<file path="config.mk">
export PLATFORM = sky130hd
export DESIGN_NAME = oss_selector
export DESIGN_NICKNAME = d
export VERILOG_FILES = /design/src/shared/oss_pkg.sv /design/src/design/oss_selector.sv /design/src/design/oss_window_cmp.sv /design/src/design/oss_rev_counter.sv
export SDC_FILE = /design/constraint.sdc
export NUM_CORES = 1
export LEC_CHECK = 0
export ABC_AREA = 1
export BUFFER_PORTS_ARGS = -buffer_cell sky130_fd_sc_hd__buf_2
export CAP_MARGIN = 20
export CELL_PAD_IN_SITES_DETAIL_PLACEMENT = 2
export CELL_PAD_IN_SITES_GLOBAL_PLACEMENT = 2
export CORE_ASPECT_RATIO = 2
export CORE_MARGIN = 3
export CORE_UTILIZATION = 25
export CTS_CLUSTER_DIAMETER = 80
export DETAILED_ROUTE_END_ITERATION = 8
export GPL_ROUTABILITY_DRIVEN = 0
export PLACE_DENSITY = 0.79
export SLEW_MARGIN = 10
export SYNTH_ARGS = -nofsm -noshare
export SYNTH_HDL_FRONTEND = slang
export SYNTH_SLANG_ARGS = --single-unit
</file>
<file path="constraint.sdc">
create_clock -name ref_clk -period 2.39 [get_ports ref_clk]
set_input_delay 0.1195 -clock ref_clk [delete_from_list [all_inputs] [get_ports ref_clk]]
set_output_delay 0.1195 -clock ref_clk [all_outputs]
set_load 0.1 [all_outputs]
</file>
<file path="src/shared/oss_pkg.sv">
package oss_pkg;

    // ------------------------------------------------------------
    // Widths
    // ------------------------------------------------------------
    localparam int POS_W   = 32;
    localparam int SPD_W   = 16;
    localparam int CODE_W  = 8;

    // ------------------------------------------------------------
    // Assignment codes
    // ------------------------------------------------------------
    localparam logic [7:0] CODE_CONST_OFF    = 8'h80;
    localparam logic [7:0] CODE_ALARM_NO     = 8'h81;
    localparam logic [7:0] CODE_ALARM_NC     = 8'h82;
    localparam logic [7:0] CODE_READY        = 8'h84;
    localparam logic [7:0] CODE_PULSE_EN     = 8'h85;
    localparam logic [7:0] CODE_TORQUE_REC   = 8'h89;
    localparam logic [7:0] CODE_POS_DONE     = 8'h8a;
    localparam logic [7:0] CODE_SPEED_REACH  = 8'h8d;
    localparam logic [7:0] CODE_EXCITATION   = 8'h8e;
    localparam logic [7:0] CODE_HOME_DONE    = 8'h90;
    localparam logic [7:0] CODE_REPRESET     = 8'h95;
    localparam logic [7:0] CODE_WRAP_OVF     = 8'h98;
    localparam logic [7:0] CODE_FW_SOFT_LIM  = 8'h99;
    localparam logic [7:0] CODE_RV_SOFT_LIM  = 8'h9a;
    localparam logic [7:0] CODE_ONCE_PER_REV = 8'h9b;
    localparam logic [7:0] CODE_WRAP_ORIGIN  = 8'h9c;
    localparam logic [7:0] CODE_ANGLE_TICK   = 8'h9d;
    localparam logic [7:0] CODE_DATA_ZONE    = 8'h9f;
    localparam logic [7:0] CODE_ZONE_0       = 8'ha0;
    localparam logic [7:0] CODE_ZONE_7       = 8'ha7;
    localparam logic [7:0] CODE_BRAKE_REL    = 8'ha9;
    localparam logic [7:0] CODE_BOTH_STO     = 8'hac;
    localparam logic [7:0] CODE_ANY_STO      = 8'had;
    localparam logic [7:0] CODE_POS_REPORT   = 8'hb0;
    localparam logic [7:0] CODE_PULSE_REQ    = 8'hb1;

    // ------------------------------------------------------------
    // Reset values and angular figures
    // ------------------------------------------------------------
    localparam logic [7:0] CODE_RESET      = CODE_CONST_OFF;
    localparam int         TICK_ANGLE_MDEG = 7200;
    localparam int         REV_ANGLE_MDEG  = 360000;
    localparam int         TICKS_PER_REV   = REV_ANGLE_MDEG / TICK_ANGLE_MDEG;
    localparam int         STEPS_PER_REV   = 10000;

    // ------------------------------------------------------------
    // Carriers
    // ------------------------------------------------------------
    typedef struct packed {
        logic alarm;
        logic ready;
        logic pulse_in_en;
        logic safe_torque_off_input_1;
        logic safe_torque_off_input_2;
        logic excited;
        logic pos_done;
        logic hs_home_done;
        logic home_done;
        logic preset_exec;
        logic preset_invalid;
        logic wrap_exceed;
        logic wrap_enable;
        logic brake_released;
        logic pos_report_bit;
        logic pulse_req_prep_done;
        logic step_fwd;
        logic step_rev;
    } oss_status_t;

    typedef struct packed {
        logic signed [POS_W-1:0] lo;
        logic signed [POS_W-1:0] hi;
    } oss_window_t;

endpackage : oss_pkg

</file>
<file path="src/design/oss_selector.sv">
`timescale 1ns/100ps
`default_nettype none

module oss_selector #(
    parameter int NUM_TERM      = 6,
    parameter int STEPS_PER_REV = oss_pkg::STEPS_PER_REV,
    parameter int IDX_W         = 3
) (
    input  wire logic                                ref_clk,
    input  wire logic                                resetn,
    input  wire oss_pkg::oss_status_t                status_in,
    input  wire logic signed [oss_pkg::POS_W-1:0]    position,
    input  wire logic        [oss_pkg::SPD_W-1:0]    speed_now,
    input  wire logic        [oss_pkg::SPD_W-1:0]    speed_target,
    input  wire logic signed [oss_pkg::POS_W-1:0]    fw_limit,
    input  wire logic signed [oss_pkg::POS_W-1:0]    rv_limit,
    input  wire logic signed [oss_pkg::POS_W-1:0]    wrap_home,
    input  wire oss_pkg::oss_window_t                data_zone,
    input  wire oss_pkg::oss_window_t [7:0]          zones,
    input  wire logic                                cfg_we,
    input  wire logic        [IDX_W-1:0]             cfg_idx,
    input  wire logic        [oss_pkg::CODE_W-1:0]   cfg_code,
    output logic [NUM_TERM-1:0][oss_pkg::CODE_W-1:0] term_code,
    output logic [NUM_TERM-1:0]                      term_out,
    output logic                                     wrap_overflow_toggle
);

    // ------------------------------------------------------------
    // Reset release
    // ------------------------------------------------------------
    logic [1:0] rst_sync_ff;
    logic       rst_n;

    always_ff @(posedge ref_clk or negedge resetn) begin
        if (!resetn) begin
            rst_sync_ff <= 2'h0;
        end else begin
            rst_sync_ff <= {rst_sync_ff[0], 1'b1};
        end
    end

    assign rst_n = rst_sync_ff[1];

    // ------------------------------------------------------------
    // State
    // ------------------------------------------------------------
    typedef struct packed {
        logic [NUM_TERM-1:0][oss_pkg::CODE_W-1:0] code;
        logic [NUM_TERM-1:0]                      out;
        logic                                     eto_latch;
        logic                                     home_end;
        logic                                     wrap_tog;
    } oss_sel_state_t;

    oss_sel_state_t st_ff;
    oss_sel_state_t nxt_st;

    // ------------------------------------------------------------
    // Derived conditions
    // ------------------------------------------------------------
    logic       sto1_off;
    logic       sto2_off;
    logic       both_torque_off_monitor;
    logic       any_torque_off_monitor;
    logic       speed_reached_out;
    logic       forward_soft_limit_out;
    logic       reverse_soft_limit_out;
    logic       wrap_origin_out;
    logic       once_per_rev_out;
    logic       shaft_angle_tick_out;
    logic [8:0] zone_hit;

    assign sto1_off = !status_in.safe_torque_off_input_1;
    assign sto2_off = !status_in.safe_torque_off_input_2;
    assign both_torque_off_monitor = sto1_off && sto2_off;
    assign any_torque_off_monitor  = sto1_off || sto2_off;
    assign speed_reached_out = (speed_now == speed_target);
    assign forward_soft_limit_out = (position >= fw_limit);
    assign reverse_soft_limit_out = (position <= rv_limit);
    assign wrap_origin_out = status_in.wrap_enable
                             && (position == wrap_home);

    // Both counters restart at the preset point
    oss_rev_counter #(
        .MODULUS (STEPS_PER_REV)
    ) u_rev (
        .ref_clk   (ref_clk),
        .rst_n     (rst_n),
        .clear     (status_in.preset_exec),
        .step_fwd  (status_in.step_fwd),
        .step_rev  (status_in.step_rev),
        .at_origin (once_per_rev_out)
    );

    // Fractional steps per tick are truncated
    oss_rev_counter #(
        .MODULUS (STEPS_PER_REV / oss_pkg::TICKS_PER_REV)
    ) u_tick (
        .ref_clk   (ref_clk),
        .rst_n     (rst_n),
        .clear     (status_in.preset_exec),
        .step_fwd  (status_in.step_fwd),
        .step_rev  (status_in.step_rev),
        .at_origin (shaft_angle_tick_out)
    );

    // Index 0 is the operation-data zone, 1..8 the fixed zones
    genvar gz;
    generate
        for (gz = 0; gz < 9; gz++) begin : g_zone
            oss_pkg::oss_window_t win;
            if (gz == 0) begin : g_data
                assign win = data_zone;
            end else begin : g_fixed
                assign win = zones[gz-1];
            end
            oss_window_cmp #(
                .POS_W (oss_pkg::POS_W)
            ) u_win (
                .position (position),
                .lo       (win.lo),
                .hi       (win.hi),
                .in_zone  (zone_hit[gz])
            );
        end
    endgenerate

    // ------------------------------------------------------------
    // Code decode
    // ------------------------------------------------------------
    function automatic logic decode(
        input logic [oss_pkg::CODE_W-1:0] code,
        input oss_sel_state_t             st
    );
        logic r;
        r = 1'b0;
        if ((code >= oss_pkg::CODE_ZONE_0)
            && (code <= oss_pkg::CODE_ZONE_7)) begin
            r = zone_hit[code[2:0] + 4'h1];
        end else begin
            case (code)
                oss_pkg::CODE_CONST_OFF:    r = 1'b0;
                oss_pkg::CODE_ALARM_NO:     r = status_in.alarm;
                oss_pkg::CODE_ALARM_NC:     r = !status_in.alarm;
                oss_pkg::CODE_READY:        r = status_in.ready;
                oss_pkg::CODE_PULSE_EN:     r = status_in.pulse_in_en;
                oss_pkg::CODE_TORQUE_REC:   r = st.eto_latch;
                oss_pkg::CODE_POS_DONE:     r = status_in.pos_done;
                oss_pkg::CODE_SPEED_REACH:  r = speed_reached_out;
                oss_pkg::CODE_EXCITATION:   r = status_in.excited;
                oss_pkg::CODE_HOME_DONE:    r = st.home_end;
                oss_pkg::CODE_REPRESET:
                    r = status_in.preset_invalid;
                oss_pkg::CODE_WRAP_OVF:     r = st.wrap_tog;
                oss_pkg::CODE_FW_SOFT_LIM:  r = forward_soft_limit_out;
                oss_pkg::CODE_RV_SOFT_LIM:  r = reverse_soft_limit_out;
                oss_pkg::CODE_ONCE_PER_REV: r = once_per_rev_out;
                oss_pkg::CODE_WRAP_ORIGIN:  r = wrap_origin_out;
                oss_pkg::CODE_ANGLE_TICK:   r = shaft_angle_tick_out;
                oss_pkg::CODE_DATA_ZONE:    r = zone_hit[0];
                oss_pkg::CODE_BRAKE_REL:
                    r = status_in.brake_released;
                oss_pkg::CODE_BOTH_STO:     r = both_torque_off_monitor;
                oss_pkg::CODE_ANY_STO:      r = any_torque_off_monitor;
                oss_pkg::CODE_POS_REPORT:
                    r = status_in.pos_report_bit;
                oss_pkg::CODE_PULSE_REQ:
                    r = status_in.pulse_req_prep_done;
                // Unlisted codes behave as always-off
                default:                    r = 1'b0;
            endcase
        end
        return r;
    endfunction : decode

    // ------------------------------------------------------------
    // Next state
    // ------------------------------------------------------------
    always_comb begin
        nxt_st = st_ff;
        for (int i = 0; i < NUM_TERM; i++) begin
            if (cfg_we && (int'(cfg_idx) == i)) begin
                nxt_st.code[i] = cfg_code;
            end
            nxt_st.out[i] = decode(st_ff.code[i], st_ff);
        end
        // Set while torque is off wins over the excitation clear
        nxt_st.eto_latch = any_torque_off_monitor
                           || (st_ff.eto_latch && !status_in.excited);
        // Completion latches; lost preset clears it, new completion wins
        nxt_st.home_end = status_in.hs_home_done || status_in.home_done
                          || status_in.preset_exec
                          || (st_ff.home_end
                              && !status_in.preset_invalid);
        if (status_in.wrap_exceed) begin
            nxt_st.wrap_tog = !st_ff.wrap_tog;
        end
    end

    always_ff @(posedge ref_clk or negedge rst_n) begin
        if (!rst_n) begin
            st_ff <= '{code:      {NUM_TERM{oss_pkg::CODE_RESET}},
                       out:       '0,
                       eto_latch: 1'b0,
                       home_end:  1'b0,
                       wrap_tog:  1'b0};
        end else begin
            st_ff <= nxt_st;
        end
    end

    assign term_code            = st_ff.code;
    assign term_out             = st_ff.out;
    assign wrap_overflow_toggle = st_ff.wrap_tog;
endmodule : oss_selector

`default_nettype wire

</file>
<file path="src/design/oss_window_cmp.sv">
`timescale 1ns/100ps
`default_nettype none

module oss_window_cmp #(
    parameter int POS_W = 32
) (
    input  wire logic signed [POS_W-1:0] position,
    input  wire logic signed [POS_W-1:0] lo,
    input  wire logic signed [POS_W-1:0] hi,
    output logic                         in_zone
);

    // Bounds are inclusive; a reversed window never matches
    assign in_zone = (position >= lo) && (position <= hi);

endmodule : oss_window_cmp

`default_nettype wire

</file>
<file path="src/design/oss_rev_counter.sv">
`timescale 1ns/100ps
`default_nettype none

module oss_rev_counter #(
    parameter int MODULUS = 10000
) (
    input  wire logic ref_clk,
    input  wire logic rst_n,
    input  wire logic clear,
    input  wire logic step_fwd,
    input  wire logic step_rev,
    output logic      at_origin
);

    localparam int CNT_W = $clog2(MODULUS + 1);
    localparam logic [CNT_W-1:0] LAST = CNT_W'(MODULUS - 1);

    typedef struct packed {
        logic [CNT_W-1:0] cnt;
        logic             at_origin;
    } oss_rev_state_t;

    oss_rev_state_t st_ff;
    oss_rev_state_t nxt_st;

    // ------------------------------------------------------------
    // Counting modulo one period
    // ------------------------------------------------------------
    always_comb begin
        nxt_st = st_ff;
        if (clear) begin
            nxt_st.cnt = '0;
        end else if (step_fwd && !step_rev) begin
            nxt_st.cnt = (st_ff.cnt == LAST) ? '0 : st_ff.cnt + 1'b1;
        end else if (step_rev && !step_fwd) begin
            nxt_st.cnt = (st_ff.cnt == '0) ? LAST : st_ff.cnt - 1'b1;
        end
        nxt_st.at_origin = (nxt_st.cnt == '0);
    end

    always_ff @(posedge ref_clk or negedge rst_n) begin
        if (!rst_n) begin
            st_ff <= '{cnt: '0, at_origin: 1'b1};
        end else begin
            st_ff <= nxt_st;
        end
    end

    assign at_origin = st_ff.at_origin;

endmodule : oss_rev_counter

`default_nettype wire

</file>
# Word-level counts from Yosys, hierarchy flattened
# Cells that the tools add are included.
[totals]
ff_bits = 83
output_inout_bits = 55
wordCells = 283
[op_classes]
add_sub_neg = 10
order_cmp = 38
eq_ne = 141
muxes = 34
reduce_logical = 45
[ops]
columns = ["op", "count"]
rows = [
  ["8-bit == test, second input constant", 133],
  ["32-bit greater-or-equal comparator", 10],
  ["32-bit <= comparator", 10],
  ["1-bit one-hot mux with 22 select lines", 6],
  ["14-bit two-way mux", 5],
  ["8-bit greater-or-equal comparator, second input constant", 6],
  ["8-bit <= comparator, second input constant", 6],
  ["8-bit two-way mux", 5],
  ["32-bit == test", 1],
  ["4-bit by 5-bit less-than comparator with 1-bit output, second input constant", 6],
  ["14-bit zero test", 2],
  ["1-bit logical AND", 27],
  ["3-bit by 1-bit adder with 4-bit output, second input constant", 6],
  ["1-bit binary-select mux with 4-bit select", 6],
  ["16-bit == test", 1],
  ["8-bit zero test", 2],
  ["14-bit by 1-bit adder with 14-bit output, second input constant", 1],
  ["14-bit == test, second input constant", 1],
  ["14-bit by 1-bit subtractor with 14-bit output, second input constant", 1],
  ["3-bit == test, second input constant", 4],
  ["1-bit two-way mux", 12],
  ["8-bit by 1-bit adder with 8-bit output, second input constant", 1],
  ["1-bit zero test", 8],
  ["8-bit by 1-bit subtractor with 8-bit output, second input constant", 1],
  ["3 further kinds", 7],
]

# Longest topological paths before layout
# Gate-level depths: netlist of run 1.
[depth]
word_depth = 6
depth_mapped = 23

# Cells and area by module
# Synthesis of run 1 repeated with hierarchy kept, for this count alone.
[unflattened]
hier_cells = 4301
area_unflattened_um2 = 26354.0
[by_module_without_submodules]
columns = ["mod", "n_inst", "cells_per_inst", "area_each_um2", "seq_area_each_um2"]
rows = [
  ["oss_window_cmp", 9, 288, 1759.2, 0.0],
  ["oss_selector", 1, 1300, 8081.5, 1483.9],
  ["oss_rev_counter (u_rev)", 1, 267, 1604.0, 376.6],
  ["oss_rev_counter (u_tick)", 1, 142, 835.8, 226.5],
]

# Worst setup path before layout of run 1
# No wires, ideal clock.
[synth_timing]
kind = "input -> register"
from = "input port position[0] (netlist bit)"
to = "register st_ff (netlist bit term_out[4])"
setup_time_ps = 117
arrival_time_ps = 1860
required_ps = 2273
slack_ps = 412
path_stages = 23
path_cell_list = "inv_1 > ha_1 > inv_1 > nand2_1 > nand2_1 > nand2_1 > nand2_1 > nand2_1 > nand2_1 > nand2_1 > nand2_1 > nand2_1 > nand2_1 > nand2_1 > nand3_1 > nand2_1 > nand2_1 > nand3_1 > nand3_1 > nand3_1 > nand2_1 > nand2_1 > nand2_1"
[synth_rtl]
columns = ["element", "line_no", "rtl"]
rows = [
  ["start, declared", "oss_selector.sv:12", "input wire logic signed [oss_pkg::POS_W-1:0] position,"],
  ["end signal, assigned", "oss_selector.sv:202", "st_ff <= '{code: {NUM_TERM{oss_pkg::CODE_RESET}},"],
  ["end signal, assigned", "oss_selector.sv:208", "st_ff <= nxt_st;"],
  ["end, declared", "oss_selector.sv:55", "oss_sel_state_t st_ff;"],
]

==> metrics.txt, run 1 <==
syn_nets 5438; Mapped Cells 4001; grt ovf 0; reg2reg path depth 13; clock slew at reported path FFs 0.08 ns; top sig layer met5; Core Footprint 99900 µm²; Async S/R FF share, synth 100%; CP cell instances buf_6 -> buf_12 -> buf_4 -> ha_1 -> nand2_1 -> nor2_2 -> nand2_2 -> nor4_4 -> nand4_1 -> nand3_2 -> nand2_4 -> nand2_1 -> nand3_1 -> nand3b_1 -> nand3b_1 -> a21oi_1; largest net degree at the start of global routing 35; # nets final 6575; max frequency 385 MHz; status complete, but fails checks; Reg2Reg Capture Point term_out[4]; worst skew pair latency 0.39 ns; critical path type in2reg; CTS tree done; Area contributors post-synth ha_1 (33%), inv_1 (14%), nand2_1 (13%), dfrtp_1 (7.5%), a21oi_1 (6.5%); commonest non-fill, non-tap cells in the layout inv_1 (940), nand2_1 (809), buf_2 (808); vias in the first global route 37500; wl on met1 64000 µm; post-route minimum period 2.59 ns; CTS Sinks 83; Ports 823; Final Max Slew Viols 0; Worst Hold Slack 0.0598 ns; prevailing post-synth register cell dfrtp_1; post-route insts no fill 6517; first-pass GRT wire length 235000 µm; Num CTS Buffers 9; Post-Place Cells 6415; Worst-Margin Slew 0.707 ns; number of flops mapped to enable cells by yosys 0; layout cell share with drive strength beyond 1 28.5%; failing checks negative setup slack; Hold Vio Cnt, Final 0; final core occ 35.8%; Slowest-stage cell, CP nand4_1; Starting Density 25.2%; maximum VDD drop 0.000653 V; clk root buf clkbuf_16; Levels on crit path 16; DIE AREA 105000 µm²; num rows 164; via count 34700; RR Startpoint term_code[32]; I/O Buffers 822; FF+latch count, synth 83; Avg Inst Size Synth 6.29 µm²; WL met2 93500 µm; Final ANT Viol Nets 0; drt wl/cell 29.7 µm; CP arrival 2.90 ns; Seq/Total Area, Yosys 8.29%; DP HPWL 148000 µm; Max-slew headroom 52.5%; critical path required time 2.70 ns; PD cells 372 nW/µm²; GRT Total Usage 30.3%; hold crit path type in2async; R2R Setup Slk 0.14 ns; # setup viols final 6; Iteration-0 DRC Markers 1801; Max Clock Skew 0.0172 ns; chip width 230 µm; commonest non-fill, non-tap cell in the layout inv_1; endpoint type of the worst setup path register; number of max-cap violations 0; Mapped Area 25200 µm²; met3 WL 12500 µm; LEAKAGE 21.1 nW; area growth from synthesis to final layout 42.0%; critical path peak fanout 7; CTS H-tree depth 3; Buf/Inv on CP 3; Longest Clk Path Bufs 2; post-synth top area share 33.3%; count of warnings emitted by yosys 0; final period utilization 109%; setup ws final -0.205 ns; Vias/cell 5.33; WL final 194000 µm; Distinct cells, synth 57; pre-CTS setup slack -0.687 ns; die height 455 µm; initial antenna violation count 62; post-synth top area cell ha_1; worst stage delay on the critical path 0.44 ns; CP Launch Type input port; total power 0.0133 W; Post-route DRC 0; drt first pass iters 5; delay-heaviest family, CP simple AND/OR/NAND/NOR gates
## timing repair
action                                  4_1_cts  5_1_grt
hold buffers                                  5        0
endpoints found under the setup margin        7        8
pin swaps                                    14       80
resized for setup                            50      240
cloned                                        0       10
buffers inserted                              3       25
hold endpoints to repair                      5        0
## Yosys cell counts, drive strengths merged, types with 18 or more instances
| library cell | number |
|---|---|
| nand2 | 852 |
| dfrtp | 75 |
| o21a | 36 |
| a21oi | 327 |
| nand3 | 181 |
| nor3 | 91 |
| nor4 | 46 |
| nor2 | 277 |
| o21ai | 161 |
| inv | 956 |
| nand3b | 18 |
| xnor2 | 21 |
| ha | 669 |
| nand4 | 110 |
| buf | 58 |
## metrics by stage
stage | cell area (µm²) | TNS (ns)
2_1_floorplan | 25200 | 0
3_3_place_gp | 33500 | -3.26
3_5_place_dp | 33500 | -3.92
4_1_cts | 34100 | 0
5_1_grt | 35700 | -1.90
6_report | 35700 | -1.10
## state kept, by name, summed over array words and instances (netlist names)
name / flops
u_rev.st_ff: 14
u_tick.at_origin: 1
rst_sync_ff: 2
wrap_overflow_toggle: 1
st_ff: 2
u_rev.at_origin: 1
term_out: 6
u_tick.st_ff: 8
term_code: 48
## layout make-up
cell class | instances | area (µm²)
clock inverter | 4 | 51.3
timing repair buffer | 1196 | 7820
tap | 1328 | 1660
antenna | 47 | 118
clock buffer | 11 | 233
fill | 12100 | 64200
inverter | 956 | 3600
sequential | 83 | 2100
multi-input combinational | 2892 | 20200
## worst max path at each step
stage                   to    startpoint  slack, ns
2_1_floorplan  term_out[4]   position[0]       0.41
3_3_place_gp   term_out[3]  position[21]      -0.58
3_5_place_dp   term_out[3]  position[23]      -0.69
4_1_cts        term_out[3]  position[31]     0.0005
5_1_grt        term_out[2]  position[29]      -0.35
6_report       term_out[1]  position[28]      -0.20
## logic make-up after synthesis
logic type	synth area share (%)
simple gates	28.0
buf+inv	16.3
fa+ha+maj	33.3
compound gates	12.9
flops	8.29
xor+xnor	1.22
other cells	0.0149
## power by group
part	total [W]	internal, W	switching (W)
clock network	0.00150	0.000808	0.000696
registers	0.00204	0.00165	0.000390
logic	0.00977	0.00322	0.00655
total	0.0133	0.00568	0.00763
## routing by layer
layer  GRT usage [%]  vias to the layer above
met5               0                        -
met4            22.5                       18
met3            4.88                      894
met2            56.9                     1687
met1            29.5                    16800
li1                -                    15300
(Power assumes the default switching activity.)
==> run 2, diff against run 1 <==
--- a/config.mk
+++ b/config.mk
@@ -8,7 +8,7 @@
 export ABC_AREA = 1
 export BUFFER_PORTS_ARGS = -buffer_cell sky130_fd_sc_hd__buf_2
 export CAP_MARGIN = 20
-export CELL_PAD_IN_SITES_DETAIL_PLACEMENT = 2
+export CELL_PAD_IN_SITES_DETAIL_PLACEMENT = 0
 export CELL_PAD_IN_SITES_GLOBAL_PLACEMENT = 2
 export CORE_ASPECT_RATIO = 2
 export CORE_MARGIN = 3
==> run 2 against run 1 <==
The flow now finishes without violations. Via count down 12%. First-iteration DRC count fell by 20%. Worst hold slack gained 0.019 ns. Register-to-register slack about the same. Highest routed layer unchanged. Global-route usage shrank 4.4 points.
==> metrics.txt, run 2 (synthesis results as in run 1) <==
Post-Place Cells 6415 (unchanged); Vias/cell 4.69 (-12%); drt wl/cell 22.1 µm (-26%); via count 30400 (-12%); gr busiest metal met2; grt ovf 0 (unchanged); final period utilization 95.0% (-14 points); met3 Resource Use GR 3.99% (-0.90 points); CP Launch Type input port; critical path required time 2.67 ns (-0.03 ns); Iteration-0 DRC Markers 1443 (-20%); DIE AREA 105000 µm² (unchanged); num rows 164 (unchanged); Post-route DRC 0 (unchanged); I/O Buffers 822 (unchanged); Final TNS setup 0 ns (+1.10 ns); Num CTS Buffers 9 (unchanged); largest net degree at the start of global routing 35 (unchanged); commonest non-fill, non-tap cells in the layout inv_1 (944), nand2_1 (820), buf_2 (814); Core Footprint 99900 µm² (unchanged); GR Layer Usage met1 27.3% (-2.2 points); RSZ-0062 raised after global routing true; post-route insts no fill 6479 (-0.58%); number of max-cap violations 0 (unchanged); chip width 230 µm (unchanged); Worst-Margin Slew 0.678 ns (-0.0286 ns); Max-slew headroom 54.4% (+1.9 points); LEAKAGE 20.9 nW (-0.84%); commonest non-fill, non-tap cell in the layout inv_1; critical path type in2reg; post-route minimum period 2.27 ns (-0.324 ns); worst skew pair latency 0.38 ns (about the same); hold crit path type in2async; endpoint type of the worst setup path register; layout cell share with drive strength beyond 1 26.6% (-1.9 points); WL final 143000 µm (-26%); # nets final 6556 (-0.29%); vias in the first global route 30700 (-18%); setup ws final 0.120 ns (+0.324 ns); Longest Clk Path Bufs 2 (unchanged); status finished clean; critical path peak fanout 6 (-1); clk root buf clkbuf_16; met2 GRT Util 49.2% (-7.7 points); drt first pass iters 5 (unchanged); max reg flops 48 (unchanged); initial antenna violation count 50 (-19%); R2R Setup Slk 0.14 ns (about the same); Worst Hold Slack 0.0791 ns (+0.0193 ns); first-pass GRT wire length 198000 µm (-16%); CTS H-tree depth 3 (unchanged); Max Clock Skew 0.0176 ns (+0.000378 ns); die height 455 µm (unchanged); area growth from synthesis to final layout 38.8%; Starting Density 25.2% (unchanged); max frequency 440 MHz (+14%); DP HPWL 127000 µm (-14%); clock slew at reported path FFs 0.08 ns (about the same); Hold Vio Cnt, Final 0 (unchanged); CP arrival 2.55 ns (-0.35 ns); Ports 823 (unchanged); PD cells 345 nW/µm² (-7.3%); CTS tree done; pre-CTS setup slack -0.614 ns (+0.0725 ns); Final ANT Viol Nets 0 (unchanged); # setup viols final 0 (-6); CTS Sinks 83 (unchanged); Final Max Slew Viols 0 (unchanged); maximum VDD drop 0.000713 V (+9.1%); GRT Total Usage 25.9% (-4.4 points)
==> run 2: cell count changes in the layout (fill, tap and decap cells not counted), moves of 7 or more <==
cell	before	now
nor2_1	235	247
o21ai_1	11	4
nor2_2	32	19
o21ai_0	150	157
buf_4	304	294
a21oi_1	294	316
ha_4	36	20
ha_1	633	649
nand2_1	809	820
buf_6	19	12
diode_2	47	27
a21oi_2	31	11
nand2_2	37	23
==> run 2: layer usage <==
metal / vias to the layer above / routed length [µm]
met2: 1097 / 73300
met1: 13700 / 53000
met4: 26 / 9050
met3: 336 / 7720
li1: 15300 / -
met5: - / 174
==> run 2: timing repair <==
action | 4_1_cts | 5_1_grt
hold endpoints to repair | 5 | 0
endpoints found under the setup margin | 6 | 7
gates cloned | 0 | 4
pin swaps | 1 | 63
hold buffers | 5 | 0
gates resized for setup | 12 | 154
setup buffers | 1 | 12
==> run 2: area by class of cell <==
cell class / instances / area (µm²)
Tap cell: 1328 / 1660
Clock buffer: 10 / 239
Clock inverter: 6 / 46.3
Multi-Input combinational cell: 2892 / 19700
Timing Repair Buffer: 1177 / 7520
Inverter: 956 / 3590
Sequential cell: 83 / 2090
Antenna cell: 27 / 67.6
Fill cell: 11200 / 65000
==> run 2: path summary, 6_finish.rpt <==
check                               start         endpoint  depth (start not counted)
hold reg to reg            rst_sync_ff[1]  u_rev.st_ff[14]                          0
min in group ref_clk         status_in[7]         st_ff[1]                          2
setup / recovery             position[30]      term_out[2]                         21
hold / removal                     resetn   rst_sync_ff[1]                          2
max in group asynchronous  rst_sync_ff[1]  u_tick.st_ff[6]                          1
setup reg to reg            term_code[16]      term_out[2]                         11
==> run 2: power by group <==
group          switching [W]  internal (W)
Combinational        0.00561       0.00299
Sequential          0.000359       0.00164
Clock               0.000710      0.000743
Total                0.00668       0.00537
==> run 2: stage by stage <==
step	instance area (µm²)	utilization (%)	power, W
3_3_place_gp	33500	33.5	0.0103
2_1_floorplan	25200	-	0.00696
6_report	34900	35.0	0.0121
5_1_grt	34900	34.9	0.0130
3_5_place_dp	33500	33.5	0.0103
4_1_cts	33900	33.9	0.0119
==> run 2: critical path, stage by stage <==
cell     delay [ns]
buf_6          0.13
buf_12         0.16
buf_4          0.15
ha_1           0.28
nand2_2        0.08
nor2_4         0.12
nand2_4        0.07
nor4_4         0.27
buf_4          0.18
nand2_1        0.08
nand3_1        0.08
nand3_1        0.09
nand2_2        0.11
buf_12         0.14
nand2_1        0.05
nand3_1        0.09
nand3_1        0.09
nand3_1        0.08
nand2_1        0.06
nand2_1        0.05
nand2_1        0.05
==> run 3, diff against run 2 <==
--- a/config.mk
+++ b/config.mk
@@ -10,13 +10,12 @@
 export CAP_MARGIN = 20
 export CELL_PAD_IN_SITES_DETAIL_PLACEMENT = 0
 export CELL_PAD_IN_SITES_GLOBAL_PLACEMENT = 2
-export CORE_ASPECT_RATIO = 2
-export CORE_MARGIN = 3
-export CORE_UTILIZATION = 25
+export CORE_AREA = 3 3 317 319
 export CTS_CLUSTER_DIAMETER = 80
 export DETAILED_ROUTE_END_ITERATION = 8
+export DIE_AREA = 0 0 320 322
 export GPL_ROUTABILITY_DRIVEN = 0
-export PLACE_DENSITY = 0.79
+export PLACE_DENSITY = 0.77
 export SLEW_MARGIN = 10
 export SYNTH_ARGS = -nofsm -noshare
 export SYNTH_HDL_FRONTEND = slang
==> constraint.sdc (replaced) <==
create_clock -name ref_clk -period 2.8 [get_ports ref_clk]
set_input_delay 0.14 -clock ref_clk [delete_from_list [all_inputs] [get_ports ref_clk]]
set_output_delay 0.14 -clock ref_clk [all_outputs]
set_load 0.1 [all_outputs]
==> run 3 against run 2 <==
Non-clock buffer count shrank 195. Register-to-register slack improved by 0.17 ns. Clock power down 17%. Via count shrank 2.7%. Routed wire length shrank 3.9%. Combinational power fell by 23%. Largest cell class unchanged. Worst setup slack improved by 0.18 ns. Largest power group unchanged. Clock skew is 0.0051 ns lower. Count of clock-buffer cells in the layout shrank 1. Final cell count down 3.5%. Critical path type unchanged. Sequential power fell by 13%.
==> metrics.txt, run 3 (synthesis results as in run 1) <==
Hold Vio Cnt, Final 0 (unchanged); Longest Clk Path Bufs 2 (unchanged); CP cell instances buf_2 -> buf_12 -> ha_1 -> nand2_1 -> nor2_1 -> nand2_1 -> nor4_2 -> buf_4 -> nand2_1 -> nand2_1 -> nand2_1 -> nand3_1 -> nand2_1 -> nand2_1 -> nand3_1 -> nand3_1 -> nand3b_1 -> a21oi_1; num rows 115 (-30%); R2R Setup Slk 0.31 ns (+0.17 ns); I/O Buffers 822 (unchanged); Worst Hold Slack 0.0285 ns (-0.0506 ns); CTS H-tree depth 3 (unchanged); Worst-Margin Slew 0.728 ns (+0.0498 ns); LEAKAGE 19.6 nW (-6.2%); Post-route DRC 0 (unchanged); post-route minimum period 2.50 ns; worst skew pair latency 0.35 ns (-0.03 ns); clk root buf clkbuf_16; Slowest-stage cell, CP nor4_2; final core occ 32.9% (-2.0 points); critical path type in2reg; CP arrival 2.78 ns (+0.23 ns); number of max-cap violations 0 (unchanged); drt wl/cell 22.0 µm (-0.44%); FILL cells 11100 (-0.85%); max reg flops 48 (unchanged); RSZ-0062 raised after global routing false; Final ANT Viol Nets 0 (unchanged); first-pass GRT wire length 195000 µm (-1.6%); Num CTS Buffers 9 (unchanged); endpoint type of the worst setup path register; PD cells 297 nW/µm² (-14%); CTS Sinks 83 (unchanged); chip width 320 µm (+39%); DIE AREA 103000 µm² (-1.6%); die height 322 µm (-29%); CP Launch Type input port; critical path required time 3.07 ns (+0.40 ns); commonest non-fill, non-tap cells in the layout inv_1 (946), nand2_1 (846), buf_2 (818); WL final 138000 µm (-3.9%); largest net degree at the start of global routing 49 (+40%); Iteration-0 DRC Markers 1709 (+18%); critical path peak fanout 11 (+5); CTS tree done; status finished clean; Max Clock Skew 0.0125 ns (-0.00507 ns); reg2reg path depth 12 (+1); postcts setup bufs 0 (-1); WHS Endpoint st_ff[1]; commonest non-fill, non-tap cell in the layout inv_1; grt ovf 0 (unchanged); Vias/cell 4.73 (+0.78%); Final Max Slew Viols 0 (unchanged); total power 0.00960 W (-20%); # setup viols final 0 (unchanged); clock slew at reported path FFs 0.08 ns (about the same); CP most frequent cell nand2_1; vias in the first global route 29100 (-5.0%); GRT Total Usage 25.7% (-0.18 points); Core Footprint 98100 µm² (-1.8%); worst stage delay on the critical path 0.31 ns (+0.03 ns); via count 29600 (-2.7%); maximum VDD drop 0.000299 V (-58%); layout cell share with drive strength beyond 1 21.7% (-4.9 points); drt first pass iters 6 (+1); max frequency 400 MHz; initial antenna violation count 69 (+38%); final period utilization 89.4%; area growth from synthesis to final layout 28.4%; Ports 823 (unchanged); hold crit path type in2reg; Starting Density 25.6% (+0.46 points); RR Startpoint term_code[47]; Reg2Reg Capture Point term_out[5]; Hold Crit Start status_in[10]; DP HPWL 122000 µm (-3.8%); # nets final 6361 (-3.0%); hold path depth 3; Max-slew headroom 51.3% (-3.1 points)
-- run 3: cell count changes in the layout (fill, tap and decap cells not counted), moves of 11 or more --
cell	delta
nor2_1	+16
nand2_1	+26
buf_6	-12
buf_12	-20
nand3_1	+17
buf_4	-162
nor4_4	-11
nand3_2	-14
ha_4	-20
diode_2	+11
nand2_2	-18
ha_1	+20
-- run 3: power by group --
group	switching (W)	internal, W	total [W]
logic	0.00449	0.00217	0.00666
clock network	0.000578	0.000620	0.00120
registers	0.000345	0.00140	0.00175
total	0.00541	0.00419	0.00960
-- run 3: how the worst max path moves through the flow --
stage	slack, ns	to	depth (start not counted)	from
2_1_floorplan	0.33	st_ff[1]	0	rst_sync_ff[1]
3_3_place_gp	-0.44	term_out[2]	19	position[6]
3_5_place_dp	-0.40	term_out[2]	19	position[6]
4_1_cts	0.14	term_out[4]	18	position[18]
5_1_grt	0.05	term_out[5]	12	term_code[47]
6_report	0.30	term_out[0]	18	position[27]
-- run 3: per-layer routing --
layer	track usage [%]	share of wire (%)	vias up
li1	-	-	14900
met1	31.5	42	13400
met2	45.3	48	988
met3	4.69	6.0	219
met4	8.35	3.0	40
met5	0	0.19	-
-- run 3: worst max-delay path: cells and delay by family --
family | cells | cell delay [ns]
AND/OR/NAND/NOR | 13 | 1.46
buffers and inverters | 3 | 0.68
adder cells (fa/ha/maj) | 1 | 0.29
AO/OA/AOI/OAI | 1 | 0.20
-- run 3: area by class of cell --
class	instances	area [µm²]	share of cell area [%]
diodes	38	95.1	0.294
clock buffers	9	225	0.697
clock inverters	7	61.3	0.190
inverters	956	3590	11.1
multi-input cells	2892	19000	58.7
flip-flops and latches	83	2090	6.47
well taps	1287	1610	4.98
repair buffers	982	5670	17.5
-- run 3: stage by stage --
step                      area [µm²]  instances  setup TNS (ns)  setup WS [ns]
after global placement         31900       6198           -2.40         -0.439
after CTS                      32200       6216               0          0.136
after global routing           32300       6240               0         0.0465
after floorplan                25200       4001               0          0.331
after detailed placement       31900       6198           -2.13         -0.401
final                          32300       6254               0          0.297
-- run 3: repair_timing --
| action | 4_1_cts | 5_1_grt |
|---|---|---|
| endpoints found under the setup margin | 3 | 4 |
| hold endpoints to repair | 3 | 0 |
| gates resized for setup | 1 | 5 |
| hold buffers | 2 | 0 |
